--- config.mk ---
export PLATFORM = sky130hd
export DESIGN_NAME = pcgo_top
export DESIGN_NICKNAME = d
export VERILOG_FILES = /design/src/include/pcgo_pkg.sv /design/src/core/pcgo_top.sv
export SDC_FILE = /design/constraint.sdc
export NUM_CORES = 1
export LEC_CHECK = 0
export BUFFER_PORTS_ARGS = -buffer_cell sky130_fd_sc_hd__buf_2
export CORE_MARGIN = 1.5
export CORE_UTILIZATION = 28
export CTS_CLUSTER_DIAMETER = 50
export DETAILED_ROUTE_END_ITERATION = 7
export SLEW_MARGIN = 20
export SYNTH_ARGS = -nofsm -noshare
export SYNTH_HDL_FRONTEND = slang
export SYNTH_SLANG_ARGS = --single-unit
--- constraint.sdc ---
create_clock -name ref_clk -period 2.25 [get_ports ref_clk]
set_input_delay 0.225 -clock ref_clk [delete_from_list [all_inputs] [get_ports ref_clk]]
set_output_delay 0.225 -clock ref_clk [all_outputs]
set_load 0.01 [all_outputs]
--- src/include/pcgo_pkg.sv ---
// Shared constants, register map and field layout of the clock control block
package pcgo_pkg;
    // Register byte offsets
    localparam logic [7:0] SYS_SET_OFS   = 8'h00;
    localparam logic [7:0] SYS_CLR_OFS   = 8'h04;
    localparam logic [7:0] SYS_STATE_OFS = 8'h08;
    localparam logic [7:0] PER_SET_OFS   = 8'h10;
    localparam logic [7:0] PER_CLR_OFS   = 8'h14;
    localparam logic [7:0] PER_STATE_OFS = 8'h18;
    localparam logic [7:0] OSC_CFG_OFS   = 8'h20;
    localparam logic [7:0] FREQ_OFS      = 8'h24;
    localparam logic [7:0] PLL_CFG_OFS   = 8'h2C;
    localparam logic [7:0] MST_CFG_OFS   = 8'h30;
    localparam logic [7:0] OUT0_CFG_OFS  = 8'h40;
    localparam logic [7:0] OUT1_CFG_OFS  = 8'h44;
    localparam logic [7:0] OUT2_CFG_OFS  = 8'h48;
    localparam logic [7:0] IRQ_SET_OFS   = 8'h60;
    localparam logic [7:0] IRQ_CLR_OFS   = 8'h64;
    localparam logic [7:0] STATUS_OFS    = 8'h68;
    localparam logic [7:0] IRQ_MASK_OFS  = 8'h6C;

    // Number of programmable clock outputs
    localparam int NUM_OUT = 3;
    // Bit of output 0 in the system clock set/clear/state registers
    localparam int SYS_OUT_LSB = 8;

    // Clock source encodings (2 is reserved and acts as slow clock)
    localparam logic [1:0] SRC_SLOW = 2'h0;
    localparam logic [1:0] SRC_MAIN = 2'h1;
    localparam logic [1:0] SRC_PLL  = 2'h3;

    // Source / scale field layout in master and output config registers
    localparam int SRC_LSB   = 0;
    localparam int SCALE_LSB = 2;

    // Oscillator config layout
    localparam int OSC_ON_BIT    = 0;
    localparam int STARTUP_LSB   = 8;
    localparam int OSC_MULT_SHFT = 3;   // Start-up time is 8 x count slow cycles

    // PLL config layout and reset value
    localparam int PLL_DIV_LSB    = 0;
    localparam int PLL_SETTLE_LSB = 8;
    localparam int PLL_FACTOR_LSB = 16;
    localparam int PLL_USB_LSB    = 28;
    localparam logic [5:0] PLL_SETTLE_RST = 6'h3F;

    // Frequency count layout
    localparam int FREQ_DONE_BIT = 16;
    localparam logic [4:0] FREQ_WINDOW = 5'h10;   // Sixteen slow clock cycles

    // Status register bits
    localparam int ST_OSC_BIT = 0;
    localparam int ST_PLL_BIT = 2;
    localparam int ST_MST_BIT = 3;
    localparam int ST_OUT_LSB = 8;

    // Slow clock cycles a master switch takes once the target runs
    localparam logic [2:0] MST_SWITCH_SLOW = 3'h5;
endpackage : pcgo_pkg

--- src/core/pcgo_top.sv ---
// Clock control block: peripheral gates, clock outputs, oscillator, PLL, master clock
//
// Behaviour
// - Separate gate per peripheral, set/clear/state registers
// - Gate off takes effect immediately
// - All peripheral gates off after reset
// - Gate bit position equals peripheral identifier
// - Three independent programmable clock outputs
// - Output source slow, PLL or main; slow default
// - Output divided by power of two 1..64; scale 7 here divides by 128
// - System set/clear bits turn outputs on/off
// - Per-output ready flag once output matches programming
// - Oscillator enable clears stable; set after 8xcount
// - Count main cycles over sixteen slow cycles
// - PLL divider 0..255, zero switches off; here divider zero does not block the settled flag, only factor zero does
// - PLL factor 0..2047, zero switches PLL off
// - Each PLL write counts settle cycles before settled
// - Factor or divider change clears settled flag
// - USB ratio field selects divide 1, 2, 4
// - Master source and scale fields, slow default
// - Master change clears ready until established
// - Unsettled PLL master falls back to main clock
// - Flags raise interrupt when enabled
// - Settle counter decrements per slow cycle to zero
//
// Our own choices: the placing of the registers and register access over AHB-Lite.
`timescale 1ns/1ps
module pcgo_top
    import pcgo_pkg::*;
#(
    parameter logic [31:0] PERIPH_IMPL = 32'hFFFFFFFC    // Implemented peripheral identifiers
) (
    input  wire logic              ref_clk,
    input  wire logic              rst,
    input  wire logic              hsel,
    input  wire logic [31:0]       haddr,
    input  wire logic [1:0]        htrans,
    input  wire logic              hwrite,
    input  wire logic [2:0]        hsize,
    input  wire logic [31:0]       hwdata,
    input  wire logic              hready,
    output logic [31:0]            hrdata,
    output logic                   hreadyout,
    output logic                   hresp,
    input  wire logic              slow_clock,
    input  wire logic              main_clock,
    input  wire logic              pll_clock,
    output logic [31:0]            periph_clk_en,
    output logic [NUM_OUT-1:0]     clock_output_n,
    output logic                   oscillator_on,
    output logic [7:0]             pll_div,
    output logic [10:0]            pll_factor,
    output logic [1:0]             usb_ratio_field,
    output logic [1:0]             master_source,
    output logic [2:0]             master_scale,
    output logic                   pcgo_irq
);

    ////////////////////////////////////////////////////////////////////////////////
    // Parameter check
    if (PERIPH_IMPL == 32'h0000_0000) begin : g_bad_impl
        $error("pcgo_top: no peripheral identifier implemented");
    end

    ////////////////////////////////////////////////////////////////////////////////
    // State
    typedef struct packed {
        logic [2:0]                 sync1;      // 0 slow, 1 main, 2 PLL
        logic [2:0]                 sync2;
        logic [2:0]                 prev;
        logic                       bus_pend;
        logic                       bus_write;
        logic [7:0]                 bus_addr;
        logic [31:0]                rdata;
        logic                       rdy;
        logic [31:0]                periph;
        logic [NUM_OUT-1:0]         out_en;
        logic [NUM_OUT-1:0][1:0]    out_src;
        logic [NUM_OUT-1:0][2:0]    out_scale;
        logic [NUM_OUT-1:0][6:0]    out_cnt;
        logic [NUM_OUT-1:0]         out_lvl;
        logic [NUM_OUT-1:0]         out_rdy;
        logic                       osc_on;
        logic [7:0]                 startup;
        logic [10:0]                osc_cnt;
        logic                       osc_stable;
        logic                       freq_run;
        logic                       freq_done;
        logic [4:0]                 freq_slow;
        logic [15:0]                freq_val;
        logic [7:0]                 div;
        logic [5:0]                 settle;
        logic [10:0]                factor;
        logic [1:0]                 usb;
        logic [5:0]                 pll_cnt;
        logic                       pll_busy;
        logic                       pll_settled;
        logic [1:0]                 mst_src;
        logic [2:0]                 mst_scale;
        logic [1:0]                 mst_eff;
        logic [2:0]                 mst_cnt;
        logic                       mst_busy;
        logic                       mst_ready;
        logic [15:0]                irq_mask;
        logic                       irq;
    } pcgo_state_type;

    pcgo_state_type state_ff;
    pcgo_state_type nxt_state;

    ////////////////////////////////////////////////////////////////////////////////
    // Functions

    // Level of the chosen source; the reserved code acts as slow clock
    function automatic logic pcgo_pick(input logic [2:0] lvl, input logic [1:0] src);
        logic r;
        r = lvl[0];
        if (src == SRC_MAIN) begin
            r = lvl[1];
        end else if (src == SRC_PLL) begin
            r = lvl[2];
        end
        return r;
    endfunction : pcgo_pick

    // Power-of-two division: scale k taps counter bit k-1, scale 0 passes through
    function automatic logic pcgo_scaled(input logic lvl, input logic [6:0] cnt,
                                         input logic [2:0] sc);
        logic r;
        r = lvl;
        if (sc != 3'h0) begin
            r = cnt[sc - 3'h1];
        end
        return r;
    endfunction : pcgo_scaled

    ////////////////////////////////////////////////////////////////////////////////
    // Next state
    always_comb begin
        logic [2:0]  rise;
        logic        wr;
        logic [31:0] wd;
        logic [31:0] rd;
        logic [15:0] flags;
        logic [1:0]  want;
        logic        pll_lost;
        logic        lvl;
        rise      = 3'h0;
        wr        = 1'b0;
        wd        = hwdata;
        rd        = 32'h0000_0000;
        flags     = 16'h0000;
        want      = SRC_SLOW;
        pll_lost  = 1'b0;
        lvl       = 1'b0;
        nxt_state = state_ff;

        nxt_state.sync1 = {pll_clock, main_clock, slow_clock};
        nxt_state.sync2 = state_ff.sync1;
        nxt_state.prev  = state_ff.sync2;
        rise = state_ff.sync2 & ~state_ff.prev;

        // Bus: one wait state, data phase completes two edges after address phase
        nxt_state.rdy      = 1'b1;
        nxt_state.bus_pend = 1'b0;
        if (hsel && htrans[1] && hready && state_ff.rdy) begin
            nxt_state.bus_pend  = 1'b1;
            nxt_state.bus_write = hwrite;
            nxt_state.bus_addr  = haddr[7:0];
            nxt_state.rdy       = 1'b0;
        end
        wr = state_ff.bus_pend && state_ff.bus_write;

        // Status flags, all generated on ref_clk from synchronised levels
        flags[ST_OSC_BIT] = state_ff.osc_stable;
        flags[ST_PLL_BIT] = state_ff.pll_settled;
        flags[ST_MST_BIT] = state_ff.mst_ready;
        flags[ST_OUT_LSB +: NUM_OUT] = state_ff.out_rdy;

        // Read mux; unmapped offsets read zero
        unique case (state_ff.bus_addr)
            SYS_STATE_OFS: rd[SYS_OUT_LSB +: NUM_OUT] = state_ff.out_en;
            PER_STATE_OFS: rd = state_ff.periph;
            OSC_CFG_OFS: begin
                rd[OSC_ON_BIT]          = state_ff.osc_on;
                rd[STARTUP_LSB +: 8]    = state_ff.startup;
            end
            FREQ_OFS: begin
                rd[FREQ_DONE_BIT] = state_ff.freq_done;
                rd[15:0]          = state_ff.freq_val;
            end
            PLL_CFG_OFS: begin
                rd[PLL_DIV_LSB +: 8]    = state_ff.div;
                rd[PLL_SETTLE_LSB +: 6] = state_ff.settle;
                rd[PLL_FACTOR_LSB +: 11] = state_ff.factor;
                rd[PLL_USB_LSB +: 2]    = state_ff.usb;
            end
            MST_CFG_OFS: begin
                rd[SRC_LSB +: 2]   = state_ff.mst_src;
                rd[SCALE_LSB +: 3] = state_ff.mst_scale;
            end
            OUT0_CFG_OFS, OUT1_CFG_OFS, OUT2_CFG_OFS: begin
                for (int i = 0; i < NUM_OUT; i++) begin
                    if (state_ff.bus_addr[3:2] == 2'(i)) begin
                        rd[SRC_LSB +: 2]   = state_ff.out_src[i];
                        rd[SCALE_LSB +: 3] = state_ff.out_scale[i];
                    end
                end
            end
            STATUS_OFS:   rd[15:0] = flags;
            IRQ_MASK_OFS: rd[15:0] = state_ff.irq_mask;
            default:      rd = 32'h0000_0000;
        endcase
        if (state_ff.bus_pend && !state_ff.bus_write) begin
            nxt_state.rdata = rd;
        end

        if (wr && state_ff.bus_addr == PER_SET_OFS) begin
            nxt_state.periph = state_ff.periph | (wd & PERIPH_IMPL);
        end
        // clear lands on the next edge
        if (wr && state_ff.bus_addr == PER_CLR_OFS) begin
            nxt_state.periph = state_ff.periph & ~(wd & PERIPH_IMPL);
        end

        for (int i = 0; i < NUM_OUT; i++) begin
            // output on/off, ready drops on disable
            if (wr && state_ff.bus_addr == SYS_SET_OFS && wd[SYS_OUT_LSB + i]) begin
                nxt_state.out_en[i] = 1'b1;
            end
            if (wr && state_ff.bus_addr == SYS_CLR_OFS && wd[SYS_OUT_LSB + i]) begin
                nxt_state.out_en[i]  = 1'b0;
                nxt_state.out_rdy[i] = 1'b0;
            end
            if (wr && state_ff.bus_addr == (OUT0_CFG_OFS + 8'(4 * i))) begin
                nxt_state.out_src[i]   = wd[SRC_LSB +: 2];
                nxt_state.out_scale[i] = wd[SCALE_LSB +: 3];
                nxt_state.out_rdy[i]   = 1'b0;
            end
            lvl = pcgo_pick(state_ff.sync2, state_ff.out_src[i]);
            if (pcgo_pick(rise, state_ff.out_src[i])) begin
                nxt_state.out_cnt[i] = state_ff.out_cnt[i] + 7'h01;
                // ready on first source edge while enabled
                if (state_ff.out_en[i]) begin
                    nxt_state.out_rdy[i] = 1'b1;
                end
            end
            nxt_state.out_lvl[i] = state_ff.out_en[i]
                                 & pcgo_scaled(lvl, state_ff.out_cnt[i], state_ff.out_scale[i]);
        end

        // oscillator start-up timer, 8 slow cycles per count
        if (state_ff.osc_on && !state_ff.osc_stable && rise[0]) begin
            if (state_ff.osc_cnt == 11'h000) begin
                nxt_state.osc_stable = 1'b1;
            end else begin
                nxt_state.osc_cnt = state_ff.osc_cnt - 11'h001;
            end
        end
        if (wr && state_ff.bus_addr == OSC_CFG_OFS) begin
            nxt_state.osc_on     = wd[OSC_ON_BIT];
            nxt_state.startup    = wd[STARTUP_LSB +: 8];
            nxt_state.osc_cnt    = {wd[STARTUP_LSB +: 8], 3'h0};
            nxt_state.osc_stable = 1'b0;
            nxt_state.freq_done  = 1'b0;
            nxt_state.freq_run   = 1'b0;
        end

        // main cycles over sixteen slow cycles
        if (state_ff.osc_stable && !state_ff.freq_done) begin
            if (!state_ff.freq_run && rise[0]) begin
                nxt_state.freq_run  = 1'b1;
                nxt_state.freq_slow = 5'h00;
                nxt_state.freq_val  = 16'h0000;
            end else if (state_ff.freq_run) begin
                if (rise[1]) begin
                    nxt_state.freq_val = state_ff.freq_val + 16'h0001;
                end
                if (rise[0]) begin
                    nxt_state.freq_slow = state_ff.freq_slow + 5'h01;
                    if (state_ff.freq_slow == FREQ_WINDOW - 5'h01) begin
                        nxt_state.freq_run  = 1'b0;
                        nxt_state.freq_done = 1'b1;
                    end
                end
            end
        end

        // settle counter runs down on slow edges
        if (state_ff.pll_busy && rise[0]) begin
            if (state_ff.pll_cnt == 6'h00) begin
                nxt_state.pll_busy = 1'b0;
            end else begin
                nxt_state.pll_cnt = state_ff.pll_cnt - 6'h01;
            end
        end
        // factor zero keeps the PLL off
        if (state_ff.pll_busy && state_ff.pll_cnt == 6'h00 && rise[0]
            && state_ff.factor != 11'h000) begin
            nxt_state.pll_settled = 1'b1;
        end
        if (wr && state_ff.bus_addr == PLL_CFG_OFS) begin
            nxt_state.div    = wd[PLL_DIV_LSB +: 8];
            nxt_state.settle = wd[PLL_SETTLE_LSB +: 6];
            nxt_state.factor = wd[PLL_FACTOR_LSB +: 11];
            nxt_state.usb    = wd[PLL_USB_LSB +: 2];
            nxt_state.pll_cnt  = wd[PLL_SETTLE_LSB +: 6];
            nxt_state.pll_busy = 1'b1;
            if (wd[PLL_FACTOR_LSB +: 11] != state_ff.factor
                || wd[PLL_DIV_LSB +: 8] != state_ff.div
                || wd[PLL_FACTOR_LSB +: 11] == 11'h000) begin
                nxt_state.pll_settled = 1'b0;
            end
        end

        if (wr && state_ff.bus_addr == MST_CFG_OFS) begin
            nxt_state.mst_src   = wd[SRC_LSB +: 2];
            nxt_state.mst_scale = wd[SCALE_LSB +: 3];
            if (wd[SRC_LSB +: 2] != state_ff.mst_src
                || wd[SCALE_LSB +: 3] != state_ff.mst_scale) begin
                nxt_state.mst_ready = 1'b0;
                nxt_state.mst_busy  = 1'b1;
                nxt_state.mst_cnt   = MST_SWITCH_SLOW;
            end
        end
        // fall back to main while PLL unsettled
        pll_lost = (state_ff.mst_src == SRC_PLL) && !state_ff.pll_settled;
        want     = pll_lost ? SRC_MAIN : state_ff.mst_src;
        if (want != state_ff.mst_eff) begin
            nxt_state.mst_eff   = want;
            nxt_state.mst_ready = 1'b0;
            nxt_state.mst_busy  = 1'b1;
            nxt_state.mst_cnt   = MST_SWITCH_SLOW;
        end else if (state_ff.mst_busy && rise[0]) begin
            if (state_ff.mst_cnt != 3'h0) begin
                nxt_state.mst_cnt = state_ff.mst_cnt - 3'h1;
            end else if (!pll_lost) begin
                nxt_state.mst_busy  = 1'b0;
                nxt_state.mst_ready = 1'b1;
            end
        end
        if (pll_lost) begin
            nxt_state.mst_ready = 1'b0;
        end

        // enabled flags raise the interrupt line
        if (wr && state_ff.bus_addr == IRQ_SET_OFS) begin
            nxt_state.irq_mask = state_ff.irq_mask | wd[15:0];
        end
        if (wr && state_ff.bus_addr == IRQ_CLR_OFS) begin
            nxt_state.irq_mask = state_ff.irq_mask & ~wd[15:0];
        end
        nxt_state.irq = |(flags & state_ff.irq_mask);
    end

    ////////////////////////////////////////////////////////////////////////////////
    // Registers
    always_ff @(posedge ref_clk) begin
        if (rst) begin
            state_ff          <= '0;
            state_ff.rdy      <= 1'b1;
            state_ff.settle   <= PLL_SETTLE_RST;
            state_ff.mst_ready <= 1'b1;      // Slow clock is running from reset
        end else begin
            state_ff <= nxt_state;
        end
    end

    ////////////////////////////////////////////////////////////////////////////////
    // Outputs, each straight from the state register except the constant hresp
    assign hrdata          = state_ff.rdata;
    assign hreadyout       = state_ff.rdy;
    assign hresp           = 1'b0;               // Always OKAY
    assign periph_clk_en   = state_ff.periph;
    assign clock_output_n  = state_ff.out_lvl;
    assign oscillator_on   = state_ff.osc_on;
    assign pll_div         = state_ff.div;
    assign pll_factor      = state_ff.factor;
    assign usb_ratio_field = state_ff.usb;
    assign master_source   = state_ff.mst_eff;   // Effective source, includes fallback
    assign master_scale    = state_ff.mst_scale;
    assign pcgo_irq        = state_ff.irq;

endmodule : pcgo_top

# --- Word level (Yosys, flattened, before mapping) ---
# Index checks and enable logic that the tools add are counted.
word_totals:
  register_bits: 237
  latchBits: 0
  ramBits: 0
  romBits: 0
  output_inout_bits: 97
  elab_cells: 261
  mem_count: 0
op_classes:
  addsub: 11
  mul: 0
  div_mod_pow: 0
  magnitude_cmp: 3
  n_eq_ne: 33
  shifts: 0
  muxes: 80
  bitwise_logic: 13
  reduce_logical: 73
op_table:
  columns: ["operator", "count"]
  rows:
  - ["$mux 32", 2]
  - ["$eq 8x7->1 const B", 7]
  - ["$mux 16", 3]
  - ["$mux 23", 2]
  - ["$mux 1", 39]
  - ["$mux 5", 7]
  - ["$logic_and 1x1->1", 33]
  - ["$and 32x32->32", 1]
  - ["$eq 8x6->1 const B", 4]
  - ["$not 32->32", 1]
  - ["$or 32x32->32", 1]
  - ["$pmux 4 s7", 1]
  - ["$eq 8x5->1 const B", 3]
  - ["$logic_not 11->1", 2]
  - ["$add 7x1->7 const B", 3]
  - ["$mux 21", 1]
  - ["$pmux 3 s7", 1]
  - ["$pmux 10 s2", 1]
  - ["$add 16x1->16 const B", 1]
  - ["$and 11x16->16", 1]
  - ["$and 16x16->16", 1]
  - ["$not 16->16", 1]
  - ["$or 16x16->16", 1]
  - ["$reduce_bool 2->1", 8]
  - ["47 further kinds", 88]

# --- Logic depth before layout (Yosys ltp) ---
logic_depth:
  word_depth: 10
  depth_mapped: 8

# --- Worst setup path before layout ---
# OpenSTA, ideal clock, no wires.
synth_path:
  path_type: "flip-flop to flip-flop"
  from: "register state_ff[138] (netlist name)"
  to: "register state_ff (netlist bit clock_output_n[1])"
  setup_ns: 0.115
  arrival_ns: 1.758
  required_ns: 2.135
  slack_ns: 0.377
  path_stages_with_launch: 8
  path_buffers: 0
  path_cell_list: "dfxtp_1 > inv_1 > ha_1 > mux2i_1 > mux2_2 > a211oi_1 > a211oi_1 > a2111oi_0"
synth_via:
  elab_chain_len: 5
  elab_cells_between_ends: 6
  classes_between: "1 x add/sub; 3 x mux; 1 x bitwise; 1 x reduce/logical"
synth_rtl:
  columns: ["element", "line_no", "rtl"]
  rows:
  - ["from (decl)", "pcgo_top.sv:108", "pcgo_state_type state_ff;"]
  - ["from (signal assigned)", "pcgo_top.sv:365", "state_ff <= nxt_state;"]
  - ["$sub 3x1->3", "pcgo_top.sv:132", "r = cnt[sc - 3'h1];"]
  - ["$bmux 1 s3", "pcgo_top.sv:132", null]
  - ["$mux 1 (implied by the code)", "pcgo_top.sv:132", null]
  - ["$mux 1 *", "pcgo_top.sv:131", "if (sc != 3'h0) begin"]
  - ["$and 1x1->1 *", "pcgo_top.sv:249", "& pcgo_scaled(lvl, state_ff.out_cnt[i], state_ff.out_scale[i]);"]
# Mark *: on every way between the ends. The rest lies on a longest branch, timed or not. The select of a mux whose other input is x is not followed.
# A chain may end at the register's enable or synchronous reset.

==> flow_metrics.py <==
metrics = {
    "run_status": {
        "status": "completed",
    },
    "sta": {
        "fin_crit_sh": 0.943,
        "finalSetupTns_ns": 0,
        "timing.fmax_mhz": 471,
        "finalSetupViolCount": 0,
        "worstMarginPinSlew_ns": 1.16,
        "final.setup.worst_slack_ns": 0.128,
        "hold_slack_ns": 0.0114,
        "drv_slew": 0,
        "rsz0062_at_grt": "no",
        "hold_viol": 0,
        "layout_min_cycle_time_ns": 2.12,
        "skew_ns": 0.0193,
        "max_slew_margin": 0.225,
    },
    "power": {
        "irDropWorstVdd_uv": 493,
        "p_leak_nw": 5.36,
        "power_density_nw_per_um2": 674,
        "total_power_mw": 9.43,
    },
    "placement": {
        "place_area_um2": 12600,
        "dp_cells": 1955,
        "dp_hpwl_um": 25900,
        "port_buffers": 142,
        "place.gp.congestion": 0.872,
        "post-place-ws_ns": 0.175,
    },
    "layout": {
        "nets": 1581,
        "area_growth_syn_to_layout_pct": 17.3,
        "final_util": 0.333,
        "design_area_um2": 14000,
        "final_cells": 2046,
        "drive_above_1_share": 0.180,
    },
    "global_routing": {
        "grt_pass1_wl_um": 57500,
        "grtUsageTotal": 0.165,
        "grt_pass1_vias": 10057,
        "grt_overflow": 0,
        "grt_max_degree": 71,
        "antenna_found_initial": 1,
    },
    "worst_hold_path": {
        "min_to": "state_ff[106]",
        "worstHoldStart": "hwdata[15]",
        "min_path_cells": 3,
        "hp-class": "in2reg",
    },
    "setup_path": {
        "rrSetupSlack_ns": 0.13,
        "critPathMaxFanout": 58,
        "rr_worst_depth": 5,
        "crit_type": "reg2reg",
        "r2r_start": "state_ff[218]",
        "crit_chain": "nor3_1 > and3_2 > buf_12 > a21oi_1 > a311oi_1",
        "crit_arrival_ns": 2.58,
        "critPathLaunchType": "flip-flop",
        "cp_slowest_cell": "nor3_1",
        "worstSetupEndpointType": "flip-flop",
        "crit_required_ns": 2.71,
        "critPathMaxStageDelay_ns": 0.56,
    },
    "clocking": {
        "htreeDepth": 1,
        "path_clk_slew_ns": 0.06,
        "numCtsBuffers": 30,
        "clockBufferDepth": 3,
        "clkLatencyLatePin_ns": 0.56,
        "cts_tree": "done",
        "cts_num_sinks": 235,
        "post_cts_buffers": 0,
        "root_buffer": "clkbuf_16",
    },
    "floorplanning": {
        "dieArea_um2": 43800,
        "die_h_um": 209,
        "num_rows": 75,
        "core_um2": 41900,
        "die_w_um": 209,
        "ios": 174,
        "initial_utilization": 0.284,
    },
    "logic_synthesis": {
        "synth_area_leader_cell": "dfxtp_1",
        "synth_top_area_share": 0.394,
        "synth_ff_type": "dfxtp_1",
        "synthCells": 1411,
        "ys_types": 77,
        "ys_seq_area_frac": 0.394,
        "ys_async_sr_fraction": 0,
        "synth_area_leaders": "dfxtp_1, buf_4, nand2_1, nor2_1, mux2i_1",
        "synth_area_um2": 11900,
        "ys_ff_latch": 235,
        "yosysWarningCount": 0,
        "avgSynthCellArea_um2": 8.45,
        "synth_edf_count": 0,
    },
    "detailed_routing": {
        "ant_nets": 0,
        "first_pass_iters": 5,
        "wl_met1_um": 15900,
        "drt_iter0_drc": 1045,
        "num_vias": 10346,
        "viasPerCell": 5.06,
        "wl_per_cell_um": 17.9,
        "detail_route.wirelength_um": 36600,
        "dr_wl_met3_um": 2980,
        "drcViolationCount": 0,
        "highest-signal-layer": "met4",
        "routed-wl-met2_um": 16600,
    },
    "run": {
        "maxCapViolCount": 0,
    },
}
[critical path, delay by kind of cell, from the launching register on]
| kind | cells | cell delay [ns] |
|---|---|---|
| DFF | 1 | 0.42 |
| buffers and inverters | 1 | 0.25 |
| and+or+nand+nor | 2 | 0.89 |
| AOI/OAI and AO/OA | 2 | 0.40 |
[layout make-up]
class / count / area (µm²)
repair buffers: 226 / 1490
flip-flops and latches: 235 / 4710
inverters: 26 / 97.6
diodes: 1 / 2.50
clock inverters: 12 / 108
multi-input cells: 967 / 6030
fillers: 4250 / 28000
clock buffers: 40 / 880
well taps: 539 / 674
[cell usage after synthesis (all sizes together) (7+ instances only)]
cell type and number:
dfxtp 235, nand2 193, nor2 140, buf 132, a21oi 101, nand3 59, clkbuf 53, mux2i 52
xor2 38, xnor2 31, a211oi 30, nor3 27, inv 26, o21ai 21, nand4 20, ha 18
a22oi 17, and2 15, nor2b 15, and3 14, a221oi 13, a32oi 11, a22o 10, a311oi 10
nor4b 10, or3 10, nand2b 9, nor4 9, nand3b 7
[metal layers]
| layer | GRT usage | vias up |
|---|---|---|
| met3 | 0.0397 | 59 |
| met5 | 0 | - |
| met2 | 0.261 | 347 |
| met4 | 0.0577 | 0 |
| li1 | - | 5011 |
| met1 | 0.218 | 4929 |
[worst max-delay path by stage]
stage,from,end
2_1_floorplan,state_ff[138],clock_output_n[1]
6_report,state_ff[218],flip-flop
4_1_cts,state_ff[138],clock_output_n[1]
3_3_place_gp,state_ff[138],clock_output_n[1]
3_5_place_dp,state_ff[138],clock_output_n[1]
5_1_grt,state_ff[141],clock_output_n[2]
[kinds of logic after synthesis]
kind of cell    synth area share
mux                       0.0543
buf+inv                    0.102
other cells             0.000314
simple gates               0.231
compound gates             0.149
flops                      0.394
fa+ha+maj                 0.0189
xor+xnor                  0.0507
[where the power goes]
part	total (mW)	leakage, nW	switching (mW)	internal (mW)
Combinational	0.470	2.97	0.293	0.178
Clock	4.74	0.488	1.89	2.85
Sequential	4.22	1.90	0.0328	4.19
Total	9.43	5.36	2.21	7.22
[placed cells by master, fill, tap and decap left out, drive strengths merged, types with 11 or more instances in the layout]
cell / count
inv: 30
nand4: 20
and3: 14
buf: 188
ha: 18
a221oi: 13
mux2i: 52
nand2: 193
a21oi: 101
a32oi: 11
nand3: 59
and2: 15
a22oi: 17
nor2b: 15
a211oi: 30
nor2: 140
xnor2: 31
clkbuf: 40
xor2: 38
dlygate4sd3: 38
dfxtp: 235
nor3: 27
o21ai: 21
[what timing repair did]
item	CTS	global route
endpoints found under the setup margin	0	2
hold buffers	38	0
endpoints found under the hold margin	56	0
resized for setup	0	2
Power figures use the tool's default switching activity.
